==> src/logic/prc_defs.svh <==
`ifndef PRC_DEFS_SVH
`define PRC_DEFS_SVH
`define PRC_ADDR_LIM_BIT 39
`define PRC_CFG_EXT_BASE 12'h100
`define PRC_NUM_LANES 4
`define PRC_NUM_TC 8
`define PRC_MAP_RST_VC 1'b0
`define PRC_CLK_MHZ 100
`define PRC_POLL_NS 1000
`define PRC_POLL_CYC ((`PRC_POLL_NS * `PRC_CLK_MHZ + 999) / 1000)
`define PRC_RATE_MAX 2'h3
`define PRC_RATE_16G 2'h3
`define PRC_LANE0_CTRL0 4'h0
`define PRC_LANE0_CTRL1 4'h8
`define PRC_LANE0_CTRL2 4'hc
`define PRC_LANE0_REV_X8 4'hf
`endif

==> src/logic/prc_pkg.sv <==
package prc_pkg;
  typedef enum logic [2:0] {TR_DETECT, TR_POLL, TR_CFG, TR_RATE, TR_L0} prc_train_e;
  typedef struct packed {
    logic [63:0] addr;
    logic [2:0] tc;
    logic wr;
    logic [31:0] data;
  } prc_req_s;
  typedef struct packed {
    logic [63:0] addr;
    logic [2:0] tc;
    logic vc;
    logic is_cfg;
    logic ext;
    logic wr;
    logic [31:0] data;
  } prc_tx_s;
  typedef struct packed {
    logic [63:0] addr;
    logic wr;
    logic [31:0] data;
  } prc_up_s;
endpackage

==> src/logic/prc_root_port.sv <==
// Overview of operation
// Downstream addresses always leave with bits 63 to 39 cleared.
// Upstream reads at or above 512 GB get an Unsupported Request answer.
// Upstream writes at or above 512 GB are dropped, never forwarded.
// Configuration completions with retry status cause automatic reissue.
// Configuration space is 4 KB; offsets from 100h up are extended.
// Flat memory-mapped accesses become configuration requests on the link.
// After reset the link is detected, negotiated and trained autonomously.
// Each lane detects and corrects its own polarity during training.
// Rates 2.5, 5, 8 and 16 GT/s are negotiated during training.
// At 16 GT/s the link uses 128b/130b encoding.
// A narrower partner trains at reduced width; no further port split.
// Controller lane 0 sits on physical lane 0, 8 or 12.
// Reversed single x8 uses lanes 8 to 15, lane 15 logical zero.
// A programmable class_to_channel_map picks the virtual channel.
// Power management messages from below become host events.
// Range checks act on the header in its decode cycle.
`timescale 1ns/1ps
`include "prc_defs.svh"
module prc_root_port
  import prc_pkg::*;
(
  input wire logic i_mclk,
  input wire logic i_resetn,
  input wire logic [3:0] i_rx_det,
  input wire logic [3:0] i_rx_inv,
  input wire logic [1:0] i_partner_rate,
  input wire logic [1:0] i_strap_ctrl,
  input wire logic i_strap_rev,
  input wire logic i_dn_vld,
  input wire prc_req_s i_dn,
  output logic o_dn_rdy,
  input wire logic i_ecam_vld,
  input wire logic [27:0] i_ecam_addr,
  input wire logic i_ecam_wr,
  input wire logic [31:0] i_ecam_data,
  output logic o_ecam_rdy,
  output logic o_ecam_done,
  output logic [31:0] o_ecam_rdata,
  input wire logic i_cpl_vld,
  input wire logic i_cpl_crs,
  input wire logic [31:0] i_cpl_data,
  output logic o_tx_vld,
  output prc_tx_s o_tx,
  input wire logic i_up_vld,
  input wire prc_up_s i_up,
  output logic o_mem_vld,
  output prc_up_s o_mem,
  output logic o_ur_vld,
  output logic [63:0] o_ur_addr,
  input wire logic i_map_we,
  input wire logic [2:0] i_map_tc,
  input wire logic i_map_vc,
  input wire logic i_pme_vld,
  input wire logic [15:0] i_pme_rid,
  output logic o_pme_evt,
  output logic [15:0] o_pme_rid,
  output logic o_link_up,
  output logic [2:0] o_width,
  output logic [1:0] o_rate,
  output logic o_enc_128b,
  output logic [3:0] o_lane_inv,
  output logic [3:0] o_lane0_phys,
  output logic o_lane_rev
);
  localparam int SYNC_W = 13;
  localparam logic [7:0] POLL_LAST = 8'(`PRC_POLL_CYC - 1);

  // Pin level inputs pass two flops; only the second stage is read.
  logic [SYNC_W-1:0] sync1_r;
  logic [SYNC_W-1:0] sync2_r;
  always_ff @(posedge i_mclk or negedge i_resetn) begin
    if (!i_resetn) begin
      sync1_r <= '0;
      sync2_r <= '0;
    end else begin
      sync1_r <= {i_strap_rev, i_strap_ctrl, i_partner_rate, i_rx_inv, i_rx_det};
      sync2_r <= sync1_r;
    end
  end
  logic [3:0] s_det;
  logic [3:0] s_inv;
  logic [1:0] s_prate;
  logic [1:0] s_ctrl;
  logic s_rev;
  assign s_det = sync2_r[3:0];
  assign s_inv = sync2_r[7:4];
  assign s_prate = sync2_r[9:8];
  assign s_ctrl = sync2_r[11:10];
  assign s_rev = sync2_r[12];

  // Lane placement straps are caught once, a few cycles after release.
  logic strap_done_r;
  logic [1:0] strap_cnt_r;
  always_ff @(posedge i_mclk or negedge i_resetn) begin
    if (!i_resetn) begin
      strap_cnt_r <= 2'h0;
      strap_done_r <= 1'b0;
      o_lane0_phys <= `PRC_LANE0_CTRL0;
      o_lane_rev <= 1'b0;
    end else if (!strap_done_r) begin
      strap_cnt_r <= strap_cnt_r + 2'h1;
      if (strap_cnt_r == 2'h3) begin
        strap_done_r <= 1'b1;
        o_lane_rev <= s_rev;
        if (s_rev) begin
          o_lane0_phys <= `PRC_LANE0_REV_X8;
        end else begin
          case (s_ctrl)
            2'h1: o_lane0_phys <= `PRC_LANE0_CTRL1;
            2'h2: o_lane0_phys <= `PRC_LANE0_CTRL2;
            default: o_lane0_phys <= `PRC_LANE0_CTRL0;
          endcase
        end
      end
    end
  end

  // Training sequencer; the partner presence on lane 0 gates everything.
  prc_train_e tr_r;
  logic [7:0] poll_cnt_r;
  always_ff @(posedge i_mclk or negedge i_resetn) begin
    if (!i_resetn) begin
      tr_r <= TR_DETECT;
      poll_cnt_r <= 8'h0;
      o_link_up <= 1'b0;
      o_width <= 3'h0;
      o_rate <= 2'h0;
      o_enc_128b <= 1'b0;
    end else begin
      case (tr_r)
        TR_DETECT: begin
          o_link_up <= 1'b0;
          poll_cnt_r <= 8'h0;
          if (s_det[0] && strap_done_r) begin
            tr_r <= TR_POLL;
          end
        end
        TR_POLL: begin
          poll_cnt_r <= poll_cnt_r + 8'h1;
          if (!s_det[0]) begin
            tr_r <= TR_DETECT;
          end else if (poll_cnt_r == POLL_LAST) begin
            tr_r <= TR_CFG;
          end
        end
        TR_CFG: begin
          // Only contiguous lanes from lane 0 count; the port never splits.
          if (&s_det) begin
            o_width <= 3'h4;
          end else if (&s_det[1:0]) begin
            o_width <= 3'h2;
          end else begin
            o_width <= 3'h1;
          end
          tr_r <= s_det[0] ? TR_RATE : TR_DETECT;
        end
        TR_RATE: begin
          // Lowest common rate: 0 is 2.5, 1 is 5, 2 is 8, 3 is 16 GT/s.
          o_rate <= (s_prate < `PRC_RATE_MAX) ? s_prate : `PRC_RATE_MAX;
          o_enc_128b <= (s_prate >= `PRC_RATE_16G);
          tr_r <= TR_L0;
        end
        TR_L0: begin
          o_link_up <= s_det[0];
          if (!s_det[0]) begin
            tr_r <= TR_DETECT;
          end
        end
        default: tr_r <= TR_DETECT;
      endcase
    end
  end

  // Per-lane polarity is latched during polling with no setting needed.
  genvar gl;
  generate
    for (gl = 0; gl < `PRC_NUM_LANES; gl++) begin : g_lane
      always_ff @(posedge i_mclk or negedge i_resetn) begin
        if (!i_resetn) begin
          o_lane_inv[gl] <= 1'b0;
        end else if (tr_r == TR_POLL) begin
          o_lane_inv[gl] <= s_inv[gl];
        end
      end
    end
  endgenerate

  // Traffic class to virtual channel table, one flop per class.
  logic [`PRC_NUM_TC-1:0] map_r;
  genvar gt;
  generate
    for (gt = 0; gt < `PRC_NUM_TC; gt++) begin : g_map
      always_ff @(posedge i_mclk or negedge i_resetn) begin
        if (!i_resetn) begin
          map_r[gt] <= `PRC_MAP_RST_VC;
        end else if (i_map_we && (i_map_tc == 3'(gt))) begin
          map_r[gt] <= i_map_vc;
        end
      end
    end
  endgenerate

  // Downstream issue: configuration has priority, retry over both.
  logic cfg_pend_r;
  prc_tx_s cfg_hdr_r;
  logic retry;
  logic cpl_ok;
  logic ecam_take;
  logic dn_take;
  logic [11:0] ecam_off;
  prc_tx_s ecam_hdr;
  prc_tx_s dn_hdr;
  assign retry = cfg_pend_r && i_cpl_vld && i_cpl_crs;
  assign cpl_ok = cfg_pend_r && i_cpl_vld && !i_cpl_crs;
  assign ecam_take = i_ecam_vld && o_ecam_rdy;
  assign dn_take = i_dn_vld && o_dn_rdy && !ecam_take && !retry;
  assign ecam_off = i_ecam_addr[11:0];

  always_comb begin
    ecam_hdr = '0;
    ecam_hdr.addr = {36'h0, i_ecam_addr};
    ecam_hdr.is_cfg = 1'b1;
    ecam_hdr.ext = (ecam_off >= `PRC_CFG_EXT_BASE);
    ecam_hdr.wr = i_ecam_wr;
    ecam_hdr.data = i_ecam_data;
    dn_hdr = '0;
    dn_hdr.addr = i_dn.addr;
    dn_hdr.addr[63:`PRC_ADDR_LIM_BIT] = '0;
    dn_hdr.tc = i_dn.tc;
    dn_hdr.vc = map_r[i_dn.tc];
    dn_hdr.wr = i_dn.wr;
    dn_hdr.data = i_dn.data;
  end

  logic cfg_pend_nxt;
  assign cfg_pend_nxt = ecam_take || (cfg_pend_r && !cpl_ok);

  always_ff @(posedge i_mclk or negedge i_resetn) begin
    if (!i_resetn) begin
      cfg_pend_r <= 1'b0;
      cfg_hdr_r <= '0;
      o_ecam_rdy <= 1'b0;
      o_dn_rdy <= 1'b0;
    end else begin
      cfg_pend_r <= cfg_pend_nxt;
      if (ecam_take) begin
        cfg_hdr_r <= ecam_hdr;
      end
      // ECAM ready drops the cycle after a take, so one access is in flight.
      o_ecam_rdy <= o_link_up && !cfg_pend_nxt;
      o_dn_rdy <= o_link_up;
    end
  end

  always_ff @(posedge i_mclk or negedge i_resetn) begin
    if (!i_resetn) begin
      o_tx_vld <= 1'b0;
      o_tx <= '0;
    end else begin
      o_tx_vld <= retry || ecam_take || dn_take;
      if (retry) begin
        o_tx <= cfg_hdr_r;
      end else if (ecam_take) begin
        o_tx <= ecam_hdr;
      end else if (dn_take) begin
        o_tx <= dn_hdr;
      end
    end
  end

  // A retry status is never shown to the requester; only a final answer is.
  always_ff @(posedge i_mclk or negedge i_resetn) begin
    if (!i_resetn) begin
      o_ecam_done <= 1'b0;
      o_ecam_rdata <= 32'h0;
    end else begin
      o_ecam_done <= cpl_ok;
      if (cpl_ok) begin
        o_ecam_rdata <= i_cpl_data;
      end
    end
  end

  // Upstream policing on the header in the cycle it arrives.
  logic up_hi;
  assign up_hi = |i_up.addr[63:`PRC_ADDR_LIM_BIT];
  always_ff @(posedge i_mclk or negedge i_resetn) begin
    if (!i_resetn) begin
      o_mem_vld <= 1'b0;
      o_mem <= '0;
      o_ur_vld <= 1'b0;
      o_ur_addr <= 64'h0;
    end else begin
      o_mem_vld <= i_up_vld && !up_hi;
      if (i_up_vld && !up_hi) begin
        o_mem <= i_up;
      end
      o_ur_vld <= i_up_vld && up_hi && !i_up.wr;
      if (i_up_vld && up_hi && !i_up.wr) begin
        o_ur_addr <= i_up.addr;
      end
    end
  end

  always_ff @(posedge i_mclk or negedge i_resetn) begin
    if (!i_resetn) begin
      o_pme_evt <= 1'b0;
      o_pme_rid <= 16'h0;
    end else begin
      o_pme_evt <= i_pme_vld;
      if (i_pme_vld) begin
        o_pme_rid <= i_pme_rid;
      end
    end
  end
endmodule

==> config.mk <==
export PLATFORM = sky130hd
export DESIGN_NAME = prc_root_port
export DESIGN_NICKNAME = d
export VERILOG_FILES = /design/src/logic/prc_pkg.sv /design/src/logic/prc_root_port.sv
export VERILOG_INCLUDE_DIRS = /design/src /design/src/logic
export SDC_FILE = /design/constraint.sdc
export NUM_CORES = 1
export LEC_CHECK = 0
export BUFFER_PORTS_ARGS = -buffer_cell sky130_fd_sc_hd__buf_2
export CORE_AREA = 2 2 260 262
export CTS_BUF_LIST = sky130_fd_sc_hd__clkbuf_8
export DETAILED_ROUTE_END_ITERATION = 6
export DIE_AREA = 0 0 262 264
export PLACE_DENSITY = 0.46
export SKIP_LAST_GASP = 1
export SLEW_MARGIN = 25
export SYNTH_ARGS = -nofsm -noshare
export SYNTH_HDL_FRONTEND = slang
export SYNTH_SLANG_ARGS = --single-unit
==> constraint.sdc <==
create_clock -name i_mclk -period 2.7 [get_ports i_mclk]
set_input_delay 0.27 -clock i_mclk [delete_from_list [all_inputs] [get_ports i_mclk]]
set_output_delay 0.27 -clock i_mclk [all_outputs]
set_load 0.05 [all_outputs]
==> impl_results.md, run 1 <==
- Core Area: 66,560 um^2
- Placed Cells: 2,813
- Layout overhead on the synthesized area: 52.41%
- Worst min path class: input pin to register
- I/O pin count: 667
- Worst Skew: 30.58 ps
- Cell type with the largest total area after synthesis: sky130_fd_sc_hd__dfrtp_1
- Worst Reg2Reg Path Length in Cells: 6
- Main combinational cell family by area after synthesis: simple AND/OR/NAND/NOR gates
- Status: complete, no violations
- Cell types with the largest area share after synthesis: sky130_fd_sc_hd__dfrtp_1 64%, sky130_fd_sc_hd__mux2_2 11%, sky130_fd_sc_hd__nand2_1 8.0%
- Number of warnings printed during yosys synthesis: 0
- Number of filler instances in the final layout: 6,637
- Complex-gate fraction of the synthesized area: 0.08173
- Post-route setup TNS: 0 ps
- Reg2reg setup slack: 800 ps
- Final critical-path share of the clock period: 0.8079
- Chip width: 262 um
- Reg-to-reg critical path startpoint: o_ecam_rdy
- TritonCTS clock tree: built
- Final-report max-slew violation count: 0
- NetSw: 4.108 mW
- FF-to-FF End: o_tx[53]
- Final Util: 0.3761
- Multiplexer share of the synthesized area: 0.1136
- CP Capture Type: register
- Drt total wl: 54,500 um
- DR vias: 13,920
- Critical-path cell list: dlygate4sd3_1 > buf_2 > nor4_1 > nand3_1 > o31ai_4 > buf_12 > mux2_2
- Vias in the first global route: 15,020
- DIE AREA: 69,170 um^2
- Total of buffers placed on input and output ports: 616
- Cell count of the worst hold path: 4
- Number of instances in the synthesized netlist: 1,366
- Gpl congestion: 0.8280
- Max Cap Violations: 0
- Clock Latency Late Sink: 640 ps
- Share of the yosys chip area belonging to registers: 0.6398
- Post-route non-filler standard cell count: 3,228
- Transition time at the pin with the least slew margin: 709.1 ps
- Type of origin of the critical path: input pin
- Delay of the slowest cell on the worst path: 540 ps
- Clock sink count: 420
- Share of synthesized cell area in full adder, half adder and majority cells: 0.002285
- Area after DPL: 20,710 um^2
- Via density per instance: 4.311
- Clock transition at the register clock pins on the worst setup and hold paths after CTS: 60 ps
- Sw frac: 0.2829
- Mapped cell area: 16,430 um^2
- Hold Path Sink: o_tx[27]
- Final layout net count: 2,639
- Hold Vio Cnt, Final: 0
- Register share of total power: 0.457
- Final setup viols: 0
- FP Rows: 95
- Post-synth EDFFs: 0
- Critical path fanouts, max: 36
- Post-detailed-route wirelength per cell: 16.88 um
- Starting density of the core: 0.2468
- Highest attainable clock frequency: 458.4 MHz
- Fraction of registers with async set or reset after synthesis: 1.000
- Wire length of the first global-routing pass: 84,210 um
- Register bit count reported by yosys: 420
- Xor and xnor fraction of the mapped netlist area: 0.001600
- Mean area per synthesized cell: 12.03 um^2
- Hold slack final: 86.91 ps
- Final global-route overflow total: 0
- Number of distinct library cells after synthesis: 42
- Synth top area share: 0.6398
- Routed Antenna Nets: 0
- Cell at the root of the clock tree: sky130_fd_sc_hd__clkbuf_8
- Largest voltage drop on the vdd net: 460.3 uV
- Leakage power total: 13.86 nW
- Antenna violations before repair: 3
- Data arrival time of the worst path: 2690 ps
- Req. time, crit path: 3210 ps
- Maximum clock insertion buffer count: 3
- Post-route cell area: 25,040 um^2
- Worst-path cell with the longest stage delay: sky130_fd_sc_hd__dlygate4sd3_1
- Number of H-tree levels: 3
- Y dimension of the die: 264 um
- Final worst path period need: 2181 ps
- Total power divided by cell area: 579.9 nW/um^2
- HPWL after DPL: 38,700 um
- Pin count of the biggest net entering global routing: 71
- CTS buffer count: 77
- Initial detailed-routing violation count: 617
- Global-route usage over all layers: 0.1547
- Setup repair after global routing missed its margin: false
- Category of the critical setup timing path: input pin to register
- Worst Hold Launch: i_dn[27]
- Combinational Power Share: 0.139
- Most used flip-flop cell after synthesis: sky130_fd_sc_hd__dfrtp_1
- Simple-gate share of the synthesized area: 0.1251
- Internal power: 10.41 mW
- Portion of total power attributed to the clock network: 0.403
- Share of cells above drive strength 1: 0.3940
- Headroom to the max-slew limit: 0.5272
- Detailed-router iteration count before antenna repair: 6
- DRC: 0
## per-stage QoR
stage	setup slack, ps	power, mW
global route	453.9	15.26
CTS	551.8	14.82
floorplan	802.6	7.729
detailed placement	398.8	8.444
finish	518.6	14.52
global placement	402.3	8.427
## flip-flops by register name, indices dropped and copies added, names as in the netlist, 2 cells and up
| name | flops |
|---|---|
| o_lane0_phys | 3 |
| strap_cnt_r | 2 |
| o_rate | 2 |
| o_mem | 97 |
| o_ecam_rdata | 32 |
| sync2_r | 13 |
| o_lane_inv | 4 |
| o_tx | 78 |
| o_width | 3 |
| poll_cnt_r | 8 |
| tr_r | 3 |
| o_pme_rid | 16 |
| sync1_r | 13 |
| map_r | 8 |
| cfg_hdr_r | 63 |
| o_ur_addr | 64 |
## metal layers
layer / routed length [um] / up-vias / global-route usage
li1: - / 6514 / -
met1: 21760 / 6731 / 0.1788
met2: 25740 / 552 / 0.2579
met3: 5281 / 115 / 0.05709
met4: 1684 / 4 / 0.06230
met5: 30 / - / 0
## cell usage after synthesis, types with 7 or more instances
master	n
sky130_fd_sc_hd__o21ai_0	8
sky130_fd_sc_hd__o22ai_1	8
sky130_fd_sc_hd__nor4_1	8
sky130_fd_sc_hd__a21oi_1	21
sky130_fd_sc_hd__a311oi_1	42
sky130_fd_sc_hd__a221o_1	15
sky130_fd_sc_hd__mux2_2	155
sky130_fd_sc_hd__nand3_1	21
sky130_fd_sc_hd__buf_4	29
sky130_fd_sc_hd__nand2_1	348
sky130_fd_sc_hd__nor3_1	8
sky130_fd_sc_hd__buf_2	18
sky130_fd_sc_hd__nor2_1	54
sky130_fd_sc_hd__a22o_1	30
sky130_fd_sc_hd__clkbuf_1	47
sky130_fd_sc_hd__dfrtp_1	420
sky130_fd_sc_hd__nor2b_1	26
sky130_fd_sc_hd__buf_1	7
sky130_fd_sc_hd__a21o_1	45
## layout make-up
type,count,area (um^2),area share
sequential,420,10510,0.4198
timing repair buffer,941,6471,0.2585
multi-input combinational,859,5469,0.2184
clock buffer,92,1266,0.05057
tap,873,1092,0.04363
clock inverter,36,203.9,0.008146
inverter,5,18.77,0.0007496
antenna,2,5.005,0.0001999
## worst max-delay path: cells and delay by family
kind	cells	cell delay, ps
AO/OA/AOI/OAI	1	320
buffers and inverters	3	950
multiplexers	1	360
AND/OR/NAND/NOR	2	760
## power groups by stage
stage	registers, mW	logic (mW)	clock network [mW]
2_1_floorplan	7.35	0.382	0
3_3_place_gp	6.74	1.69	0
3_5_place_dp	6.74	1.70	0
4_1_cts	6.64	2.04	6.14
5_1_grt	6.67	2.15	6.44
6_report	6.64	2.02	5.85
## how the worst max path moves through the flow
stage	start	endpoint	cells past startpoint	slack (ps)
2_1_floorplan	o_ecam_rdy	o_tx[25]	6	800
3_3_place_gp	i_up[85]	o_ur_addr[23]	6	400
3_5_place_dp	i_up[85]	o_mem[21]	6	400
4_1_cts	i_up[85]	o_ur_addr[26]	7	550
5_1_grt	i_up[89]	o_ur_addr[16]	7	450
6_report	i_up[89]	o_ur_addr[26]	7	520
## cells by family (layout without fill, tap and decap cells)
logic type                 count (synthesis)  count (layout)
AOI/OAI and AO/OA                        173             173
xor gates and xnor gates                   3               3
adders and majority gates                  3               3
buffers and inverters                    111            1074
DFF                                      420             420
muxes                                    164             164
other                                      1              27
and+or+nand+nor                          491             491
## cells in the final DEF (no fill, tap or decap), types with 25 or more instances in the layout
cell                              n
sky130_fd_sc_hd__nor2_1          54
sky130_fd_sc_hd__inv_1           29
sky130_fd_sc_hd__conb_1          25
sky130_fd_sc_hd__nand2_1        347
sky130_fd_sc_hd__a21o_1          45
sky130_fd_sc_hd__mux2_2         155
sky130_fd_sc_hd__buf_2          615
sky130_fd_sc_hd__clkbuf_8        92
sky130_fd_sc_hd__nor2b_1         26
sky130_fd_sc_hd__a22o_1          30
sky130_fd_sc_hd__dfrtp_1        420
sky130_fd_sc_hd__dlygate4sd3_1  285
sky130_fd_sc_hd__a311oi_1        42
## repair_timing
action	4_1_cts	5_1_grt
setup buffers	0	0
resized for setup	0	0
hold buffers	285	0
hold endpoints to repair	382	0
setup endpoints to repair	0	0
(Power assumes the default switching activity.)
==> run 2: changes to the inputs <==
PLACE_DENSITY = 0.47   (was 0.46)
clock period = 1.95 ns   (was 2.7 ns; I/O delays follow)
==> run 2 against run 1 <==
  * The flow now finishes with violations (setup timing)
  * Die area is the same
  * Clock power grew 41%
  * Sequential power grew 39%
  * Final cell count grew 2.2%
  * Utilization grew 1.1 points
  * Clock skew grew 5.0 ps
  * Critical path depth grew 2
  * Critical endpoint is now o_mem[36]
  * Largest cell class unchanged
==> impl_results.md, run 2 (synthesis gave the netlist of run 1 again) <==
- Highest attainable clock frequency: 509.8 MHz
- Cell at the root of the clock tree: sky130_fd_sc_hd__clkbuf_8
- Transition time at the pin with the least slew margin: 600.4 ps
- DR vias: 14,200
- Drt total wl: 57,300 um
- Max FFs per register: 97
- Req. time, crit path: 2460 ps
- Category of the critical setup timing path: input pin to register
- Post-detailed-route wirelength per cell: 17.37 um
- Worst min path class: input pin to register
- Final critical-path share of the clock period: 1.006
- Total power divided by cell area: 790.3 nW/um^2
- Minimum setup slack in the final design: -11.44 ps
- Clock transition at the register clock pins on the worst setup and hold paths after CTS: 50 ps
- Setup repair after global routing missed its margin: false
- Max Cap Violations: 0
- FP Rows: 95
- Final global-route overflow total: 0
- Post-route non-filler standard cell count: 3,299
- Share of cells above drive strength 1: 0.3973
- Gpl congestion: 0.8087
- TritonCTS clock tree: built
- Layout overhead on the synthesized area: 56.93%
- Total of buffers placed on input and output ports: 616
- Number of H-tree levels: 3
- Final-report max-slew violation count: 0
- Most frequent standard cell in the layout excluding fill and tap cells: sky130_fd_sc_hd__buf_2
- I/O pin count: 667
- Pin count of the biggest net entering global routing: 59
- Chip width: 262 um
- DP Worst Slack: -275.5 ps
- Worst Skew: 35.58 ps
- Vias in the first global route: 15,230
- Final setup viols: 10
- Most frequent cells in the layout: 615 x sky130_fd_sc_hd__buf_2, 420 x sky130_fd_sc_hd__dfrtp_1, 347 x sky130_fd_sc_hd__nand2_1
- Data arrival time of the worst path: 2480 ps
- Y dimension of the die: 264 um
- CTS buffer count: 78
- Status: complete, but fails checks
- DRC: 0
- Regs by FF count: o_mem (97), o_tx (78), o_ur_addr (64)
- CP Capture Type: register
- Core Area: 66,560 um^2
- Register with the most flip-flops: o_mem
- Starting density of the core: 0.2468
- Global-route usage over all layers: 0.1599
- Critical path fanouts, max: 26
- Clock sink count: 420
- Placed Cells: 2,841
- Headroom to the max-slew limit: 0.5997
- Failing checks: setup timing
- Hold Vio Cnt, Final: 0
- Routed Antenna Nets: 0
- Largest voltage drop on the vdd net: 630.7 uV
- Type of origin of the critical path: input pin
- Via density per instance: 4.303
- Clock Latency Late Sink: 650 ps
- Leakage power total: 14.24 nW
- HPWL after DPL: 39,890 um
- Final layout net count: 2,707
- Maximum clock insertion buffer count: 3
- Final worst path period need: 1961 ps
- Number of filler instances in the final layout: 6,531
- Wire length of the first global-routing pass: 86,390 um
- DIE AREA: 69,170 um^2
- Initial detailed-routing violation count: 705
- Detailed-router iteration count before antenna repair: 4
- Antenna violations before repair: 3
==> run 2: layer usage <==
layer / up-vias / part of all wire / track usage
met5: - / 0.00021 / 0
met4: 2 / 0.038 / 0.07329
met3: 106 / 0.087 / 0.05546
met2: 545 / 0.49 / 0.2699
met1: 6902 / 0.38 / 0.1805
li1: 6640 / - / -
==> run 2: layout make-up <==
class                   count  area [um^2]  share of cell area
clock inverters            42        251.5            0.009756
flip-flops and latches    420        10510              0.4077
diodes                      2        5.005           0.0001941
well taps                 873         1092             0.04237
multi-input cells         859         5497              0.2132
repair buffers           1008         7166              0.2780
inverters                   5        18.77           0.0007280
clock buffers              90         1239             0.04805
==> run 2: worst paths after layout <==
path / start / slack, ps / cells after the start / end
setup / recovery: i_up[89] / -10 / 9 / o_mem[36]
setup reg to reg: cfg_pend_r / 210 / 5 / o_tx[77]
max in group asynchronous: i_resetn / 1060 / 3 / o_tx[61]
hold / removal: i_up[82] / 120 / 6 / o_mem_vld
min in group asynchronous: i_resetn / 170 / 2 / o_mem[94]
hold reg to reg: sync1_r[9] / 340 / 0 / sync2_r[9]
==> run 2: through the flow <==
step	setup TNS, ps	cell area [um^2]	power (mW)	hold WS, ps	util
after global placement	-36810	20930	11.71	203.9	0.3145
after floorplan	0	16520	10.70	-100.6	-
after detailed placement	-36310	20930	11.73	210.4	0.3145
final	-52.46	25780	20.37	122.8	0.3873
after CTS	0	25610	20.73	38.24	0.3848
after global routing	0	25780	21.35	84.97	0.3873
==> run 2: timing repair <==
item                                    in CTS  in global routing
gates resized for setup                      0                 15
endpoints found under the hold margin      767                  0
endpoints found under the setup margin       0                150
hold buffers                               319                  0
buffers inserted                             0                  2
==> run 2: power by group <==
part / switching, mW / internal [mW]
combinational: 1.77 / 1.17
clock: 3.77 / 4.46
sequential: 0.174 / 9.03
total: 5.71 / 14.7
==> run 2: worst max-delay path, stage by stage <==
cell and delay, ps:
sky130_fd_sc_hd__dlygate4sd3_1 570, sky130_fd_sc_hd__buf_2 150, sky130_fd_sc_hd__nor4_2 250, sky130_fd_sc_hd__buf_4 150, sky130_fd_sc_hd__nand4_1 150, sky130_fd_sc_hd__nor3_4 280, sky130_fd_sc_hd__buf_12 160, sky130_fd_sc_hd__buf_16 200
sky130_fd_sc_hd__mux2_2 350
